<file path="src/common/art_defines.vh">
// How it works
// - High byte wrap sets high overflow flag
// - Sixteen-bit mode flags low wrap and full wrap
// - High flag with interrupt enable requests interrupt
// - Flags cleared only by software write
// - Low byte wrap always sets low flag
// - Low flag requests interrupt when enabled
// - Oscillator falling edge captures count into reload
// - Capture event also requests interrupt
// - Split bit selects one 16 or two 8
// - Run bit starts and stops counting
// - Split mode: run gates high byte only
// - Clock select: core/12 or external/8
// - Per-byte picks choose external or core clock
// - Reload registers hold reload or captured bytes
// - Counter registers hold count bytes
`ifndef ART_DEFINES_VH
`define ART_DEFINES_VH
`define ART_ADDR_CTRL     8'h91
`define ART_ADDR_RLD_LO   8'h92
`define ART_ADDR_RLD_HI   8'h93
`define ART_ADDR_CNT_LO   8'h94
`define ART_ADDR_CNT_HI   8'h95
`define ART_CTRL_RESET    8'h00
`define ART_CTRL_WMASK    8'hFD
`define ART_BIT_HFLAG     7
`define ART_BIT_LFLAG     6
`define ART_BIT_LIRQ_EN   5
`define ART_BIT_CAP_EN    4
`define ART_BIT_SPLIT     3
`define ART_BIT_RUN       2
`define ART_BIT_EXT_CLK   0
`define ART_CORE_DIV      4'hC
`define ART_EXT_DIV       4'h8
`define ART_BYTE_MAX      8'hFF
`define ART_BYTE_ZERO     8'h00
`endif

</file>
<file path="src/design/art_timer.v">
`timescale 1ns/10ps
`include "art_defines.vh"
// Sixteen-bit auto-reload timer with split mode and oscillator capture.
// Registers sit on a simple special-function-register port: one-cycle
// write strobe, combinational address with registered read data.
module art_timer (
    input  wire       clk_in,
    input  wire       rst_in,
    input  wire [7:0] sfr_addr_in,
    input  wire [7:0] sfr_wdata_in,
    input  wire       sfr_wr_in,
    input  wire       sfr_rd_in,
    input  wire       timer_irq_enable_in,
    input  wire       high_byte_clock_pick_in,
    input  wire       low_byte_clock_pick_in,
    input  wire       ext_clk_in,
    input  wire       lfo_in,
    output reg  [7:0] sfr_rdata_out,
    output reg        irq_out,
    output reg  [7:0] counter_low_out,
    output reg  [7:0] counter_high_out
);
    reg  [7:0] ctrl_ff;
    reg  [7:0] reload_low_ff;
    reg  [7:0] reload_high_ff;
    reg  [7:0] counter_low_ff;
    reg  [7:0] counter_high_ff;
    reg        lfo_s1_ff;
    reg        lfo_s2_ff;
    reg        lfo_s3_ff;
    reg        cap_pend_ff;
    wire       core_tick;
    wire       ext_tick;

    wire run        = ctrl_ff[`ART_BIT_RUN];
    wire split      = ctrl_ff[`ART_BIT_SPLIT];
    wire ext_sel    = ctrl_ff[`ART_BIT_EXT_CLK];
    wire cap_en     = ctrl_ff[`ART_BIT_CAP_EN];

    function sel_tick;
        input pick;
        input use_ext;
        input ct;
        input et;
        begin
            sel_tick = (pick & use_ext) ? et : ct;
        end
    endfunction

    art_tick_gen u_tick (
        .clk_in        (clk_in),
        .rst_in        (rst_in),
        .ext_clk_in    (ext_clk_in),
        .core_tick_out (core_tick),
        .ext_tick_out  (ext_tick)
    );

    // Per-byte pick chooses selected external clock or core timebase
    wire lo_tick = sel_tick(low_byte_clock_pick_in, ext_sel, core_tick, ext_tick);
    wire hi_tick = sel_tick(split ? high_byte_clock_pick_in : low_byte_clock_pick_in,
                            ext_sel, core_tick, ext_tick);

    // Counting enables; split low byte ignores run bit
    wire lo_en   = lo_tick & (split | run);
    wire lo_wrap = lo_en & (counter_low_ff == `ART_BYTE_MAX);
    wire hi_en   = split ? (hi_tick & run) : lo_wrap;
    wire hi_wrap = hi_en & (counter_high_ff == `ART_BYTE_MAX);

    // Oscillator falling edge, taken from synchronised copies only
    wire lfo_fall = lfo_s3_ff & ~lfo_s2_ff;
    wire cap_evt  = cap_en & lfo_fall;

    wire wr_ctrl = sfr_wr_in && (sfr_addr_in == `ART_ADDR_CTRL);
    wire wr_rll  = sfr_wr_in && (sfr_addr_in == `ART_ADDR_RLD_LO);
    wire wr_rlh  = sfr_wr_in && (sfr_addr_in == `ART_ADDR_RLD_HI);
    wire wr_cl   = sfr_wr_in && (sfr_addr_in == `ART_ADDR_CNT_LO);
    wire wr_ch   = sfr_wr_in && (sfr_addr_in == `ART_ADDR_CNT_HI);

    reg  [7:0] nxt_ctrl;
    reg  [7:0] nxt_rdata;

    // Control: software writes, hardware sets win over a clearing write
    always @* begin
        nxt_ctrl = ctrl_ff;
        if (wr_ctrl) begin
            nxt_ctrl = sfr_wdata_in & `ART_CTRL_WMASK;
        end
        if (hi_wrap) begin
            nxt_ctrl[`ART_BIT_HFLAG] = 1'b1;
        end
        if (lo_wrap) begin
            nxt_ctrl[`ART_BIT_LFLAG] = 1'b1;
        end
    end

    // Read mux; unmapped addresses read zero
    always @* begin
        if (sfr_addr_in == `ART_ADDR_CTRL) begin
            nxt_rdata = ctrl_ff;
        end else if (sfr_addr_in == `ART_ADDR_RLD_LO) begin
            nxt_rdata = reload_low_ff;
        end else if (sfr_addr_in == `ART_ADDR_RLD_HI) begin
            nxt_rdata = reload_high_ff;
        end else if (sfr_addr_in == `ART_ADDR_CNT_LO) begin
            nxt_rdata = counter_low_ff;
        end else if (sfr_addr_in == `ART_ADDR_CNT_HI) begin
            nxt_rdata = counter_high_ff;
        end else begin
            nxt_rdata = `ART_BYTE_ZERO;
        end
    end

    // Oscillator synchroniser
    always @(posedge clk_in) begin
        if (rst_in) begin
            lfo_s1_ff <= 1'b0;
            lfo_s2_ff <= 1'b0;
            lfo_s3_ff <= 1'b0;
        end else begin
            lfo_s1_ff <= lfo_in;
            lfo_s2_ff <= lfo_s1_ff;
            lfo_s3_ff <= lfo_s2_ff;
        end
    end

    // Registers and counters
    always @(posedge clk_in) begin
        if (rst_in) begin
            ctrl_ff         <= `ART_CTRL_RESET;
            reload_low_ff   <= `ART_BYTE_ZERO;
            reload_high_ff  <= `ART_BYTE_ZERO;
            counter_low_ff  <= `ART_BYTE_ZERO;
            counter_high_ff <= `ART_BYTE_ZERO;
            cap_pend_ff     <= 1'b0;
            sfr_rdata_out   <= `ART_BYTE_ZERO;
        end else begin
            ctrl_ff <= nxt_ctrl;
            if (sfr_rd_in) begin
                sfr_rdata_out <= nxt_rdata;
            end
            // Capture overrides a same-cycle software reload write
            if (cap_evt) begin
                reload_low_ff  <= counter_low_ff;
                reload_high_ff <= counter_high_ff;
            end else begin
                if (wr_rll) begin
                    reload_low_ff <= sfr_wdata_in;
                end
                if (wr_rlh) begin
                    reload_high_ff <= sfr_wdata_in;
                end
            end
            // Low byte: reload on its own wrap in split mode, on full wrap
            // in 16-bit mode; otherwise it rolls on to zero with the carry
            if (wr_cl) begin
                counter_low_ff <= sfr_wdata_in;
            end else if (lo_wrap && (split || hi_wrap)) begin
                counter_low_ff <= reload_low_ff;
            end else if (lo_en) begin
                counter_low_ff <= counter_low_ff + 8'h01;
            end
            // High byte: in 16-bit mode both bytes reload at full wrap only
            if (wr_ch) begin
                counter_high_ff <= sfr_wdata_in;
            end else if (hi_wrap) begin
                counter_high_ff <= reload_high_ff;
            end else if (hi_en) begin
                counter_high_ff <= counter_high_ff + 8'h01;
            end
            // Capture request held until software clears capture enable
            if (!cap_en) begin
                cap_pend_ff <= 1'b0;
            end else if (cap_evt) begin
                cap_pend_ff <= 1'b1;
            end
        end
    end

    // Outputs mirror state one cycle later, all from flip-flops
    always @(posedge clk_in) begin
        if (rst_in) begin
            irq_out          <= 1'b0;
            counter_low_out  <= `ART_BYTE_ZERO;
            counter_high_out <= `ART_BYTE_ZERO;
        end else begin
            irq_out <= timer_irq_enable_in &
                       (ctrl_ff[`ART_BIT_HFLAG] |
                        (ctrl_ff[`ART_BIT_LFLAG] & ctrl_ff[`ART_BIT_LIRQ_EN]) |
                        cap_pend_ff);
            counter_low_out  <= counter_low_ff;
            counter_high_out <= counter_high_ff;
        end
    end
endmodule // art_timer

</file>
<file path="src/design/art_tick_gen.v">
`timescale 1ns/10ps
`include "art_defines.vh"
// Timebase: core clock divided by 12 and resynchronised external clock by 8
module art_tick_gen (
    input  wire       clk_in,
    input  wire       rst_in,
    input  wire       ext_clk_in,
    output reg        core_tick_out,
    output reg        ext_tick_out
);
    reg  [3:0] core_cnt_ff;
    reg  [3:0] ext_cnt_ff;
    reg        ext_s1_ff;
    reg        ext_s2_ff;
    reg        ext_s3_ff;
    wire       ext_rise = ext_s2_ff & ~ext_s3_ff;

    // Two-stage sync; first stage read only by the second
    always @(posedge clk_in) begin
        if (rst_in) begin
            ext_s1_ff <= 1'b0;
            ext_s2_ff <= 1'b0;
            ext_s3_ff <= 1'b0;
        end else begin
            ext_s1_ff <= ext_clk_in;
            ext_s2_ff <= ext_s1_ff;
            ext_s3_ff <= ext_s2_ff;
        end
    end

    // Dividers emit one-cycle enables
    always @(posedge clk_in) begin
        if (rst_in) begin
            core_cnt_ff   <= 4'h0;
            ext_cnt_ff    <= 4'h0;
            core_tick_out <= 1'b0;
            ext_tick_out  <= 1'b0;
        end else begin
            core_tick_out <= (core_cnt_ff == `ART_CORE_DIV - 4'h1);
            core_cnt_ff   <= (core_cnt_ff == `ART_CORE_DIV - 4'h1) ? 4'h0 : core_cnt_ff + 4'h1;
            ext_tick_out  <= 1'b0;
            if (ext_rise) begin
                ext_tick_out <= (ext_cnt_ff == `ART_EXT_DIV - 4'h1);
                ext_cnt_ff   <= (ext_cnt_ff == `ART_EXT_DIV - 4'h1) ? 4'h0 : ext_cnt_ff + 4'h1;
            end
        end
    end
endmodule // art_tick_gen

</file>
<file path="config.mk">
export PLATFORM = sky130hd
export DESIGN_NAME = art_timer
export DESIGN_NICKNAME = d
export VERILOG_FILES = /design/src/design/art_timer.v /design/src/design/art_tick_gen.v
export VERILOG_INCLUDE_DIRS = /design/src /design/src/common
export SDC_FILE = /design/constraint.sdc
export NUM_CORES = 1
export LEC_CHECK = 0
export ABC_AREA = 1
export BUFFER_PORTS_ARGS = -buffer_cell sky130_fd_sc_hd__buf_4
export CORE_UTILIZATION = 55
export DETAILED_ROUTE_END_ITERATION = 12
export PLACE_DENSITY_LB_ADDON = 0.05
export SLEW_MARGIN = 10
export SYNTH_ARGS = -nofsm -noshare
export SYNTH_HDL_FRONTEND = slang
export SYNTH_SLANG_ARGS = --single-unit
</file>
<file path="constraint.sdc">
create_clock -name clk_in -period 4.77 [get_ports clk_in]
set_clock_uncertainty 0.2 [all_clocks]
set_input_delay 1.431 -clock clk_in [delete_from_list [all_inputs] [get_ports clk_in]]
set_output_delay 1.431 -clock clk_in [all_outputs]
set_load 0.02 [all_outputs]
</file>
==> results of run 1 <==
[state kept, by name (all words and copies together) (netlist names)]
register,flops
counter_high_ff,8
irq_out,1
ctrl_ff,7
sfr_rdata_out,8
counter_low_ff,8
u_tick.ext_s1_ff,1
lfo_s3_ff,1
u_tick.ext_s3_ff,1
reload_low_ff,8
reload_high_ff,8
u_tick.ext_tick_out,1
u_tick.core_cnt_ff,4
u_tick.ext_cnt_ff,4
u_tick.core_tick_out,1
u_tick.ext_s2_ff,1
cap_pend_ff,1
lfo_s1_ff,1
counter_low_out,8
counter_high_out,8
lfo_s2_ff,1
[metrics by stage]
stage | hold WS, ps | utilization (%)
after detailed placement | 204 | 64.4
final | 211 | 67.8
after floorplan | 188 | -
after global routing | 229 | 67.8
after global placement | 199 | 64.4
after CTS | 212 | 67.8
[cell families (layout without fill, tap and decap cells)]
kind of cell	Yosys count	in the layout	synth area share [%]
adder cells (fa/ha/maj)	4	4	1.25
AO/OA/AOI/OAI	94	94	12.5
AND/OR/NAND/NOR	286	286	33.9
XOR/XNOR	13	13	2.85
buffers and inverters	94	148	8.88
flip-flops	81	81	40.5
[layer usage]
layer	vias up	share of wire, %	track usage (%)
met2	149	46	45.0
met4	0	2.9	13.3
li1	1934	-	-
met5	-	0	0
met3	23	7.6	6.82
met1	1724	44	38.4
[Yosys cell counts (3+ instances only)]
library cell,number
a21oi_1,42
clkbuf_1,8
dfxtp_1,81
ha_1,4
inv_1,74
inv_2,8
nand2_1,119
nand2_2,5
nand2_4,5
nand3_1,29
nand3_2,6
nand3b_1,3
nand4_1,18
nor2_1,83
nor2_2,4
nor2_4,3
nor3_1,5
o21ai_0,37
o21ai_1,3
o22ai_1,3
xnor2_1,3
xor2_1,10
[worst min path at each step]
| stage | from | cells after the start | end | slack (ps) |
|---|---|---|---|---|
| floorplan | lfo_s1_ff | 2 | lfo_s2_ff | 190 |
| global placement | lfo_s1_ff | 2 | lfo_s2_ff | 200 |
| detailed placement | lfo_s1_ff | 2 | lfo_s2_ff | 200 |
| CTS | u_tick.ext_s1_ff | 2 | u_tick.ext_s2_ff | 210 |
| global route | u_tick.ext_s1_ff | 2 | u_tick.ext_s2_ff | 230 |
| finish | lfo_s1_ff | 2 | lfo_s2_ff | 210 |
[report_power, final]
part	total [uW]	switching, uW	internal [uW]
Clock	584	277	307
Sequential	688	4.53	684
Combinational	72.7	45.4	27.4
[critical path, stage by stage]
cell and delay (ps):
buf_4 120, inv_2 50, nand2_1 100, nor3_1 210, nand3_1 380, nand2_1 300, nand2_1 150, a21oi_1 180
nand2_1 70, nand2_1 50
[final cells by class]
type | instances | area share [%]
clock inverter | 7 | 2.33
multi-input combinational | 397 | 43.2
inverter | 82 | 6.58
sequential | 81 | 34.6
timing repair buffer | 50 | 8.02
clock buffer | 9 | 2.65
tap | 96 | 2.57
==> metrics.yaml, run 1 <==
sta:
  min_period_ps: 2930
  rsz0062_at_grt: "no"
  slew_violations: 0
  hold_viol_final: 0
  setup_ws_ps: 1840
  finalSetupTns_ps: 0
  slew_headroom_pct: 58.6
  fin_crit_sh_pct: 61.5
  setup_viol: 0
  fmax_ghz: 0.341
  worstMarginPinSlew_ps: 621
place:
  dp.cells: 706
  gp_congestion: 0.898
  pre_cts_ws_ps: 1510
  io_buffers: 49
  post-dp-hpwl_um: 7800
  postPlaceCellArea_sq_um: 4450
worst_setup_path:
  crit_path_start: "sfr_addr_in[3]"
  crit_end: "counter_low_ff[4]"
  rr_worst_depth: 8
  r2r_setup_slack_ps: 2740
  worstPathMaxFanout: 11
  required_ps: 4890
  worstPathArrival_ps: 3050
  critPathLaunchType: "primary input"
  end_kind: "flip-flop"
  r2r-end: "counter_low_ff[5]"
  rr_startpoint: "counter_low_ff[0]"
  critPathKind: "primary input to flip-flop"
final_layout:
  num-nets-final: 650
  multi_input_comb_area_sq_um: 2020
  final_area_sq_um: 4680
  diodes: 0
  fillers: 619
  fin_cells: 722
  area_delta_synth_final_pct: 17.0
  final_cell_mix: "nand2_1 (119), nor2_1 (83), dfxtp_1 (81)"
  final_common_cell: "nand2_1"
  seq_area_sq_um: 1620
  drive_gt1_share_pct: 16.8
synth:
  synth_top_cell_area_share_pct: 40.5
  synth.ff_latch_count: 81
  synth_nets: 601
  ys_seq_area_share_pct: 40.5
  synth_area_sq_um: 4000
  synth-edff-count: 0
  synth_largest_area_cell: "dfxtp_1"
  ys_async_sr_fraction_pct: 0
  yosysUniqueCellTypes: 35
  synth.area.top_cells: "dfxtp_1 (41%), nand2_1 (11%), nor2_1 (7.8%)"
  ys.warnings.count: 0
  avgSynthCellArea_sq_um: 6.99
  synth_flop_cell: "dfxtp_1"
  netlist_instances: 572
clock_tree:
  clk-insertion-delay-late_ps: 360
  clock_sinks: 81
  cts_setup_buffers: 0
  cts_max_level: 3
  numCtsBuffers: 9
  cts-root-buf: "clkbuf_8"
  clock_path_buffers: 2
  hold_buffers: 0
  cts_tree: "built"
  clk_pin_slew_ps: 90
  cts.repair.resized: 0
global_routing:
  antenna_found_initial: 0
  grt_max_degree: 56
  grt_pass1_vias: 3448
  globalRouteOverflowTotal: 0
  grt_pass1_wl_um: 16700
  grt.total_usage_pct: 29.1
die:
  die_y_um: 87.3
  die_x_um: 87.3
  coreArea_sq_um: 6910
  row_count: 30
  start_util_pct: 57.9
  ios: 50
  die-area_sq_um: 7620
power:
  design_power_total_uw: 1350
  power-per-cell-area_nw_per_um2: 287
  leakagePower_uw: 0.00207
  ir_drop_uv: 217
route:
  wl_um: 10400
  drc: 0
  via_per_inst: 5.30
  drtPass1Iterations: 7
  postRouteAntennaNets: 0
  dr.first_iter.drc_count: 224
  drt-wirelength-per-cell_um: 14.5
  num_vias: 3830
status:
  status: "completed"
flow_run:
  cap_violations: 0
min_path:
  hold_path.class: "flip-flop to flip-flop"
(Power assumes the default switching activity.)
==> run 2: changes to the inputs <==
- clock period: 4.77 -> 2.92 ns (I/O delays scaled with it)
==> run 2 against run 1 <==
Against the previous run: sequential share of layout area decreased by 0.29 points; routed wire length up 6.9%; first-iteration DRC count down 12%; largest power group unchanged.
==> metrics.yaml, run 2 (synthesis results as in run 1) <==
status:
  status: "completed"  # unchanged
worst_setup_path:
  crit_end: "reload_low_ff[3]"  # was counter_low_ff[4]
  critPathKind: "primary input to flip-flop"  # unchanged
  worstPathMaxFanout: 9  # was 11
  crit_family: "simple AND/OR/NAND/NOR gates"  # unchanged
  required_ps: 2940  # was 4890 ps
  worstPathArrival_ps: 2160  # was 3050 ps
  path_buf_inv: 3  # was 2
  path_cells: "buf_4, nor2_1, nand3_2, inv_2, nand2_2, nor2_4, nand2_1, nand2_2, inv_2, nand2_1, a21oi_1"  # was buf_4, inv_2, nand2_1, nor3_1, nand3_1, nand2_1, nand2_1, a21oi_1, nand2_1, nand2_1
  critPathLaunchType: "primary input"  # unchanged
  rr_worst_depth: 8  # unchanged
  r2r-end: "counter_low_ff[3]"  # was counter_low_ff[5]
  slowest_delay_ps: 200  # was 380 ps
  cp.depth: 11  # was 10
  r2r_setup_slack_ps: 870  # was 2740 ps
  crit_slowest_cell: "nor2_4"  # was nand3_1
  end_kind: "flip-flop"  # unchanged
  rr_startpoint: "counter_low_ff[0]"  # unchanged
  crit_path_start: "sfr_addr_in[5]"  # was sfr_addr_in[3]
power:
  power_switching_share_pct: 22.7  # was 24.3%
  clockPowerShare_pct: 44.4  # was 43.4%
  seqPwrFrac_pct: 50.1  # was 51.2%
  intPower_uw: 1740  # was 1020 uW
  power-per-cell-area_nw_per_um2: 476  # was 287 nW/um^2
  combPwrFrac_pct: 5.5  # was 5.4%
  ir_drop_uv: 275  # was 217 uV
  switchingPower_uw: 509  # was 327 uW
  leakagePower_uw: 0.00208  # was 0.00207 uW
sta:
  rsz0062_at_grt: "no"  # unchanged
  finalSetupTns_ps: 0  # unchanged
  slew_violations: 0  # unchanged
  fmax_ghz: 0.467
  min_period_ps: 2140
  slew_headroom_pct: 60.1  # was 58.6%
  setup_viol: 0  # unchanged
  hold_viol_final: 0  # unchanged
  setup_ws_ps: 781  # was 1840 ps
  fin_crit_sh_pct: 73.3
  worstMarginPinSlew_ps: 599  # was 621 ps
final_layout:
  final_common_cell: "nand2_1"  # unchanged
  area_delta_synth_final_pct: 18.0  # was 17.0%
  drive_gt1_share_pct: 17.1  # was 16.8%
  fin_cells: 726  # was 722
  num-nets-final: 654  # was 650
  diodes: 0  # unchanged
  final_cell_mix: "nand2_1 (119), nor2_1 (83), dfxtp_1 (81)"  # unchanged
clock_tree:
  clk_pin_slew_ps: 80  # was 90 ps
  clk-insertion-delay-late_ps: 360  # about the same
  numCtsBuffers: 9  # unchanged
  clock_sinks: 81  # unchanged
  cts-root-buf: "clkbuf_8"  # unchanged
  hold_buffers: 0  # unchanged
  clock_path_buffers: 2  # unchanged
  cts.repair.resized: 0  # unchanged
  cts_setup_buffers: 0  # unchanged
  cts_max_level: 3  # unchanged
  cts_tree: "built"  # unchanged
route:
  dr.first_iter.drc_count: 198  # was 224
  wl_um: 11200  # was 10,400 um
  postRouteAntennaNets: 0  # unchanged
  drtPass1Iterations: 4  # was 7
  drc: 0  # unchanged
  via_per_inst: 5.31  # was 5.30
  num_vias: 3857  # was 3,830
  drt-wirelength-per-cell_um: 15.4  # was 14.5 um
place:
  dp.cells: 710  # was 706
  pre_cts_ws_ps: 442  # was 1510 ps
  gp_congestion: 0.969  # was 0.898
  io_buffers: 49  # unchanged
  post-dp-hpwl_um: 8430  # was 7800 um
die:
  ios: 50  # unchanged
  die-area_sq_um: 7620  # unchanged
  row_count: 30  # unchanged
  die_y_um: 87.3  # unchanged
  coreArea_sq_um: 6910  # unchanged
  die_x_um: 87.3  # unchanged
  start_util_pct: 57.9  # unchanged
global_routing:
  grt_max_degree: 55  # was 56
  grt.total_usage_pct: 31.1  # was 29.1%
  antenna_found_initial: 0  # unchanged
  globalRouteOverflowTotal: 0  # unchanged
  grt_pass1_wl_um: 17700  # was 16,700 um
  grt_pass1_vias: 3521  # was 3,448
min_path:
  hold_path.class: "flip-flop to flip-flop"  # unchanged
flow_run:
  cap_violations: 0  # unchanged
==> run 2: changes by cell type in the layout (fill, tap and decap cells not counted), sizes merged <==
cell and change:
inv -3, clkbuf +1, bufinv +1, clkinvlp +1, buf +4
==> run 2: worst min-delay path by stage <==
stage | slack (ps) | to | cells after the start | from
final | 200 | lfo_s2_ff | 2 | lfo_s1_ff
after global routing | 220 | lfo_s2_ff | 2 | lfo_s1_ff
after CTS | 200 | lfo_s2_ff | 2 | lfo_s1_ff
after detailed placement | 190 | lfo_s2_ff | 2 | lfo_s1_ff
after global placement | 190 | lfo_s2_ff | 2 | lfo_s1_ff
after floorplan | 190 | lfo_s2_ff | 2 | lfo_s1_ff
==> run 2: worst register-to-register path, cell delays in order (launching register included) <==
cell	delay (ps)
dfxtp_1	450
ha_1	300
nand3_2	160
nor3_4	450
nand2_4	120
nand2_1	90
nand3_1	70
nand2_1	70
nand2_1	40
==> run 2: area by class of cell <==
type,instances,area [sq um]
inverters,82,308
well taps,96,120
fillers,639,2190
clock buffers,10,128
repair buffers,54,405
clock inverters,6,115
flip-flops and latches,81,1620
multi-input cells,397,2020
==> run 2: routing by layer <==
layer  wire length (um)  global-route usage [%]
met5                  0                       0
met4                377                    15.9
met3                757                    5.02
met2               5010                    47.7
met1               5010                    42.2
==> run 2: power by group through the flow <==
stage / logic (uW) / registers [uW] / clock network (uW)
finish: 123 / 1120 / 998
global route: 134 / 1130 / 1060
CTS: 121 / 1120 / 1010
detailed placement: 121 / 1150 / 0
global placement: 119 / 1150 / 0
floorplan: 54.6 / 1150 / 0
==> run 2: through the flow <==
step	power [uW]	hold WS, ps	util [%]	cell area, sq um
after floorplan	1210	188	-	4000
after global placement	1270	192	64.8	4480
after detailed placement	1270	192	64.8	4480
after CTS	2250	204	68.4	4720
after global routing	2320	225	68.4	4720
final	2250	204	68.4	4720
==> run 3: changes to the inputs <==
- CORE_UTILIZATION: 55 -> 52
- clock period: 2.92 -> 1.9 ns (I/O delays scaled with it)
==> run 3 against run 2 <==
Against the previous run: sequential power rose by 54%; critical path depth fell by 1; clock power rose by 27%; routed wire length rose by 3.8%; die area rose by 5.6%; sequential share of layout area fell by 1.4 points; cell area rose by 4.5%; clock-buffer cell count did not move; critical endpoint is now counter_low_ff[7].
==> metrics.yaml, run 3 (synthesis results as in run 1) <==
clock_tree:
  cts-root-buf: "clkbuf_8"  # unchanged
  cts_tree: "built"  # unchanged
  cts_max_level: 3  # unchanged
  clock_path_buffers: 2  # unchanged
  clk_pin_slew_ps: 80  # about the same
  clock_sinks: 81  # unchanged
  clk-insertion-delay-late_ps: 370  # was 360 ps
  hold_buffers: 0  # unchanged
  numCtsBuffers: 9  # unchanged
global_routing:
  antenna_found_initial: 0  # unchanged
  globalRouteOverflowTotal: 0  # unchanged
  grt.total_usage_pct: 29.6  # was 31.1%
  grt_pass1_vias: 3823  # was 3,521
  grt_pass1_wl_um: 18600  # was 17,700 um
  grt_max_degree: 55  # unchanged
power:
  seqPwrFrac_pct: 54.0  # was 50.1%
  combPwrFrac_pct: 6.2  # was 5.5%
  switchingPower_uw: 769  # was 509 uW
  leakagePower_uw: 0.00219  # was 0.00208 uW
  clockPowerShare_pct: 39.8  # was 44.4%
  design_power_total_uw: 3200  # was 2250 uW
  power_switching_share_pct: 24.0  # was 22.7%
  power-per-cell-area_nw_per_um2: 649  # was 476 nW/um^2
  ir_drop_uv: 402  # was 275 uV
  intPower_uw: 2430  # was 1740 uW
route:
  via_per_inst: 5.27  # was 5.31
  postRouteAntennaNets: 0  # unchanged
  wl_um: 11600  # was 11,200 um
  num_vias: 3969  # was 3,857
  drt-wirelength-per-cell_um: 15.4  # about the same
  drc: 0  # unchanged
  dr.first_iter.drc_count: 266  # was 198
  drtPass1Iterations: 5  # was 4
die:
  die-area_sq_um: 8050  # was 7620 sq um
  ios: 50  # unchanged
  die_x_um: 89.7  # was 87.3 um
  coreArea_sq_um: 7330  # was 6910 sq um
  die_y_um: 89.7  # was 87.3 um
  row_count: 31  # was 30
  start_util_pct: 54.6  # was 57.9%
final_layout:
  fillers: 670  # was 639
  multi_input_comb_area_sq_um: 2050  # was 2020 sq um
  drive_gt1_share_pct: 21.1  # was 17.1%
  seq_area_sq_um: 1620  # about the same
  num-nets-final: 679  # was 654
  final_cell_mix: "nand2_1 (119), nor2_1 (83), dfxtp_1 (80)"  # was nand2_1 (119), nor2_1 (83), dfxtp_1 (81)
  area_delta_synth_final_pct: 23.3  # was 18.0%
  fin_cells: 753  # was 726
  diodes: 0  # unchanged
  final_common_cell: "nand2_1"  # unchanged
sta:
  hold_viol_final: 0  # unchanged
  fmax_ghz: 0.559
  slew_violations: 0  # unchanged
  rsz0062_at_grt: "no"  # unchanged
  fin_crit_sh_pct: 94.2
  min_period_ps: 1790
  setup_ws_ps: 111  # was 781 ps
  holdWs_ps: 193  # was 204 ps
  slew_headroom_pct: 75.6  # was 60.1%
  setup_viol: 0  # unchanged
  worstMarginPinSlew_ps: 365  # was 599 ps
status:
  status: "completed"  # unchanged
place:
  pre_cts_ws_ps: -186  # was 442 ps
  post-dp-hpwl_um: 8810  # was 8430 um
  dp.cells: 737  # was 710
  io_buffers: 49  # unchanged
  gp_congestion: 0.897  # was 0.969
worst_setup_path:
  required_ps: 1960  # was 2940 ps
  path_common_cell: "nand2_1"
  crit_family: "simple AND/OR/NAND/NOR gates"  # unchanged
  path_buf_inv: 2  # was 3
  critPathKind: "flip-flop to flip-flop"  # was primary input to flip-flop
  path_cells: "ha_4, nand3_2, buf_4, nor3_4, buf_12, nand2_4, nand2_1, nand3_1, nand2_1, nand2_1"  # was buf_4, nor2_1, nand3_2, inv_2, nand2_2, nor2_4, nand2_1, nand2_2, inv_2, nand2_1, a21oi_1
  worstPathArrival_ps: 1850  # was 2160 ps
  critPathLaunchType: "flip-flop"  # was primary input
  worstPathMaxFanout: 10  # was 9
  slowest_delay_ps: 380  # was 200 ps
  crit_slowest_cell: "dfxtp_1"  # was nor2_4
  end_kind: "flip-flop"  # unchanged
flow_run:
  cap_violations: 0  # unchanged
min_path:
  hold_path.class: "primary input to flip-flop"  # was flip-flop to flip-flop
[run 3: cell count changes in the layout (fill, tap and decap cells not counted), moves of 2 or more]
cell	change
buf_4	+22
bufinv_16	-2
ha_1	-2
clkinv_2	+2
buf_12	+3
[run 3: power groups by stage]
stage          combinational [uW]  clock [uW]  sequential, uW
3_5_place_dp                  196           0            1770
6_report                      198        1270            1730
5_1_grt                       216        1360            1730
3_3_place_gp                  194           0            1770
4_1_cts                       197        1290            1730
2_1_floorplan                83.9           0            1770
[run 3: through the flow]
step	util [%]	instance area [sq um]	setup TNS, ps
floorplan	-	4000	0
global placement	64.1	4700	-3540
detailed placement	64.1	4700	-4380
CTS	66.8	4890	0
global route	67.3	4930	0
finish	67.3	4930	0
[run 3: timing repair]
| action | 4_1_cts | 5_1_grt |
|---|---|---|
| buffers inserted | 0 | 1 |
| gates resized for setup | 0 | 7 |
| endpoints found under the setup margin | 0 | 11 |
| hold endpoints to repair | 0 | 0 |
[run 3: final timing paths]
path                                   startpoint                 to  slack, ps  depth (start not counted)
worst max-delay path            counter_low_ff[0]  counter_low_ff[7]        110                         10
worst min-delay path                   ext_clk_in   u_tick.ext_s1_ff        190                          3
worst max register to register  counter_low_ff[0]  counter_low_ff[7]        110                         10
worst min register to register   u_tick.ext_s2_ff   u_tick.ext_s3_ff        230                          2
[run 3: area by class of cell]
cell class                      instances  share of cell area [%]
Multi-Input combinational cell        397                    41.6
Sequential cell                        81                    32.9
Timing Repair Buffer                   79                    12.8
Inverter                               82                    6.24
Clock buffer                           10                    2.79
Tap cell                               99                    2.51
Clock inverter                          5                    1.14
[run 3: worst register-to-register path: stages (launching register included)]
cell and delay (ps):
dfxtp_1 380, ha_4 160, nand3_2 110, buf_4 170
nor3_4 190, buf_12 150, nand2_4 70, nand2_1 70
nand3_1 70, nand2_1 80, nand2_1 50
[run 3: layer usage]
metal	vias up	share of wire, %	GRT usage (%)	routed length [um]
met5	-	0	0	0
li1	1985	-	-	-
met1	1807	43	37.5	5030
met3	33	6.5	5.92	755
met2	144	47	47.9	5400
met4	0	3.5	15.0	403
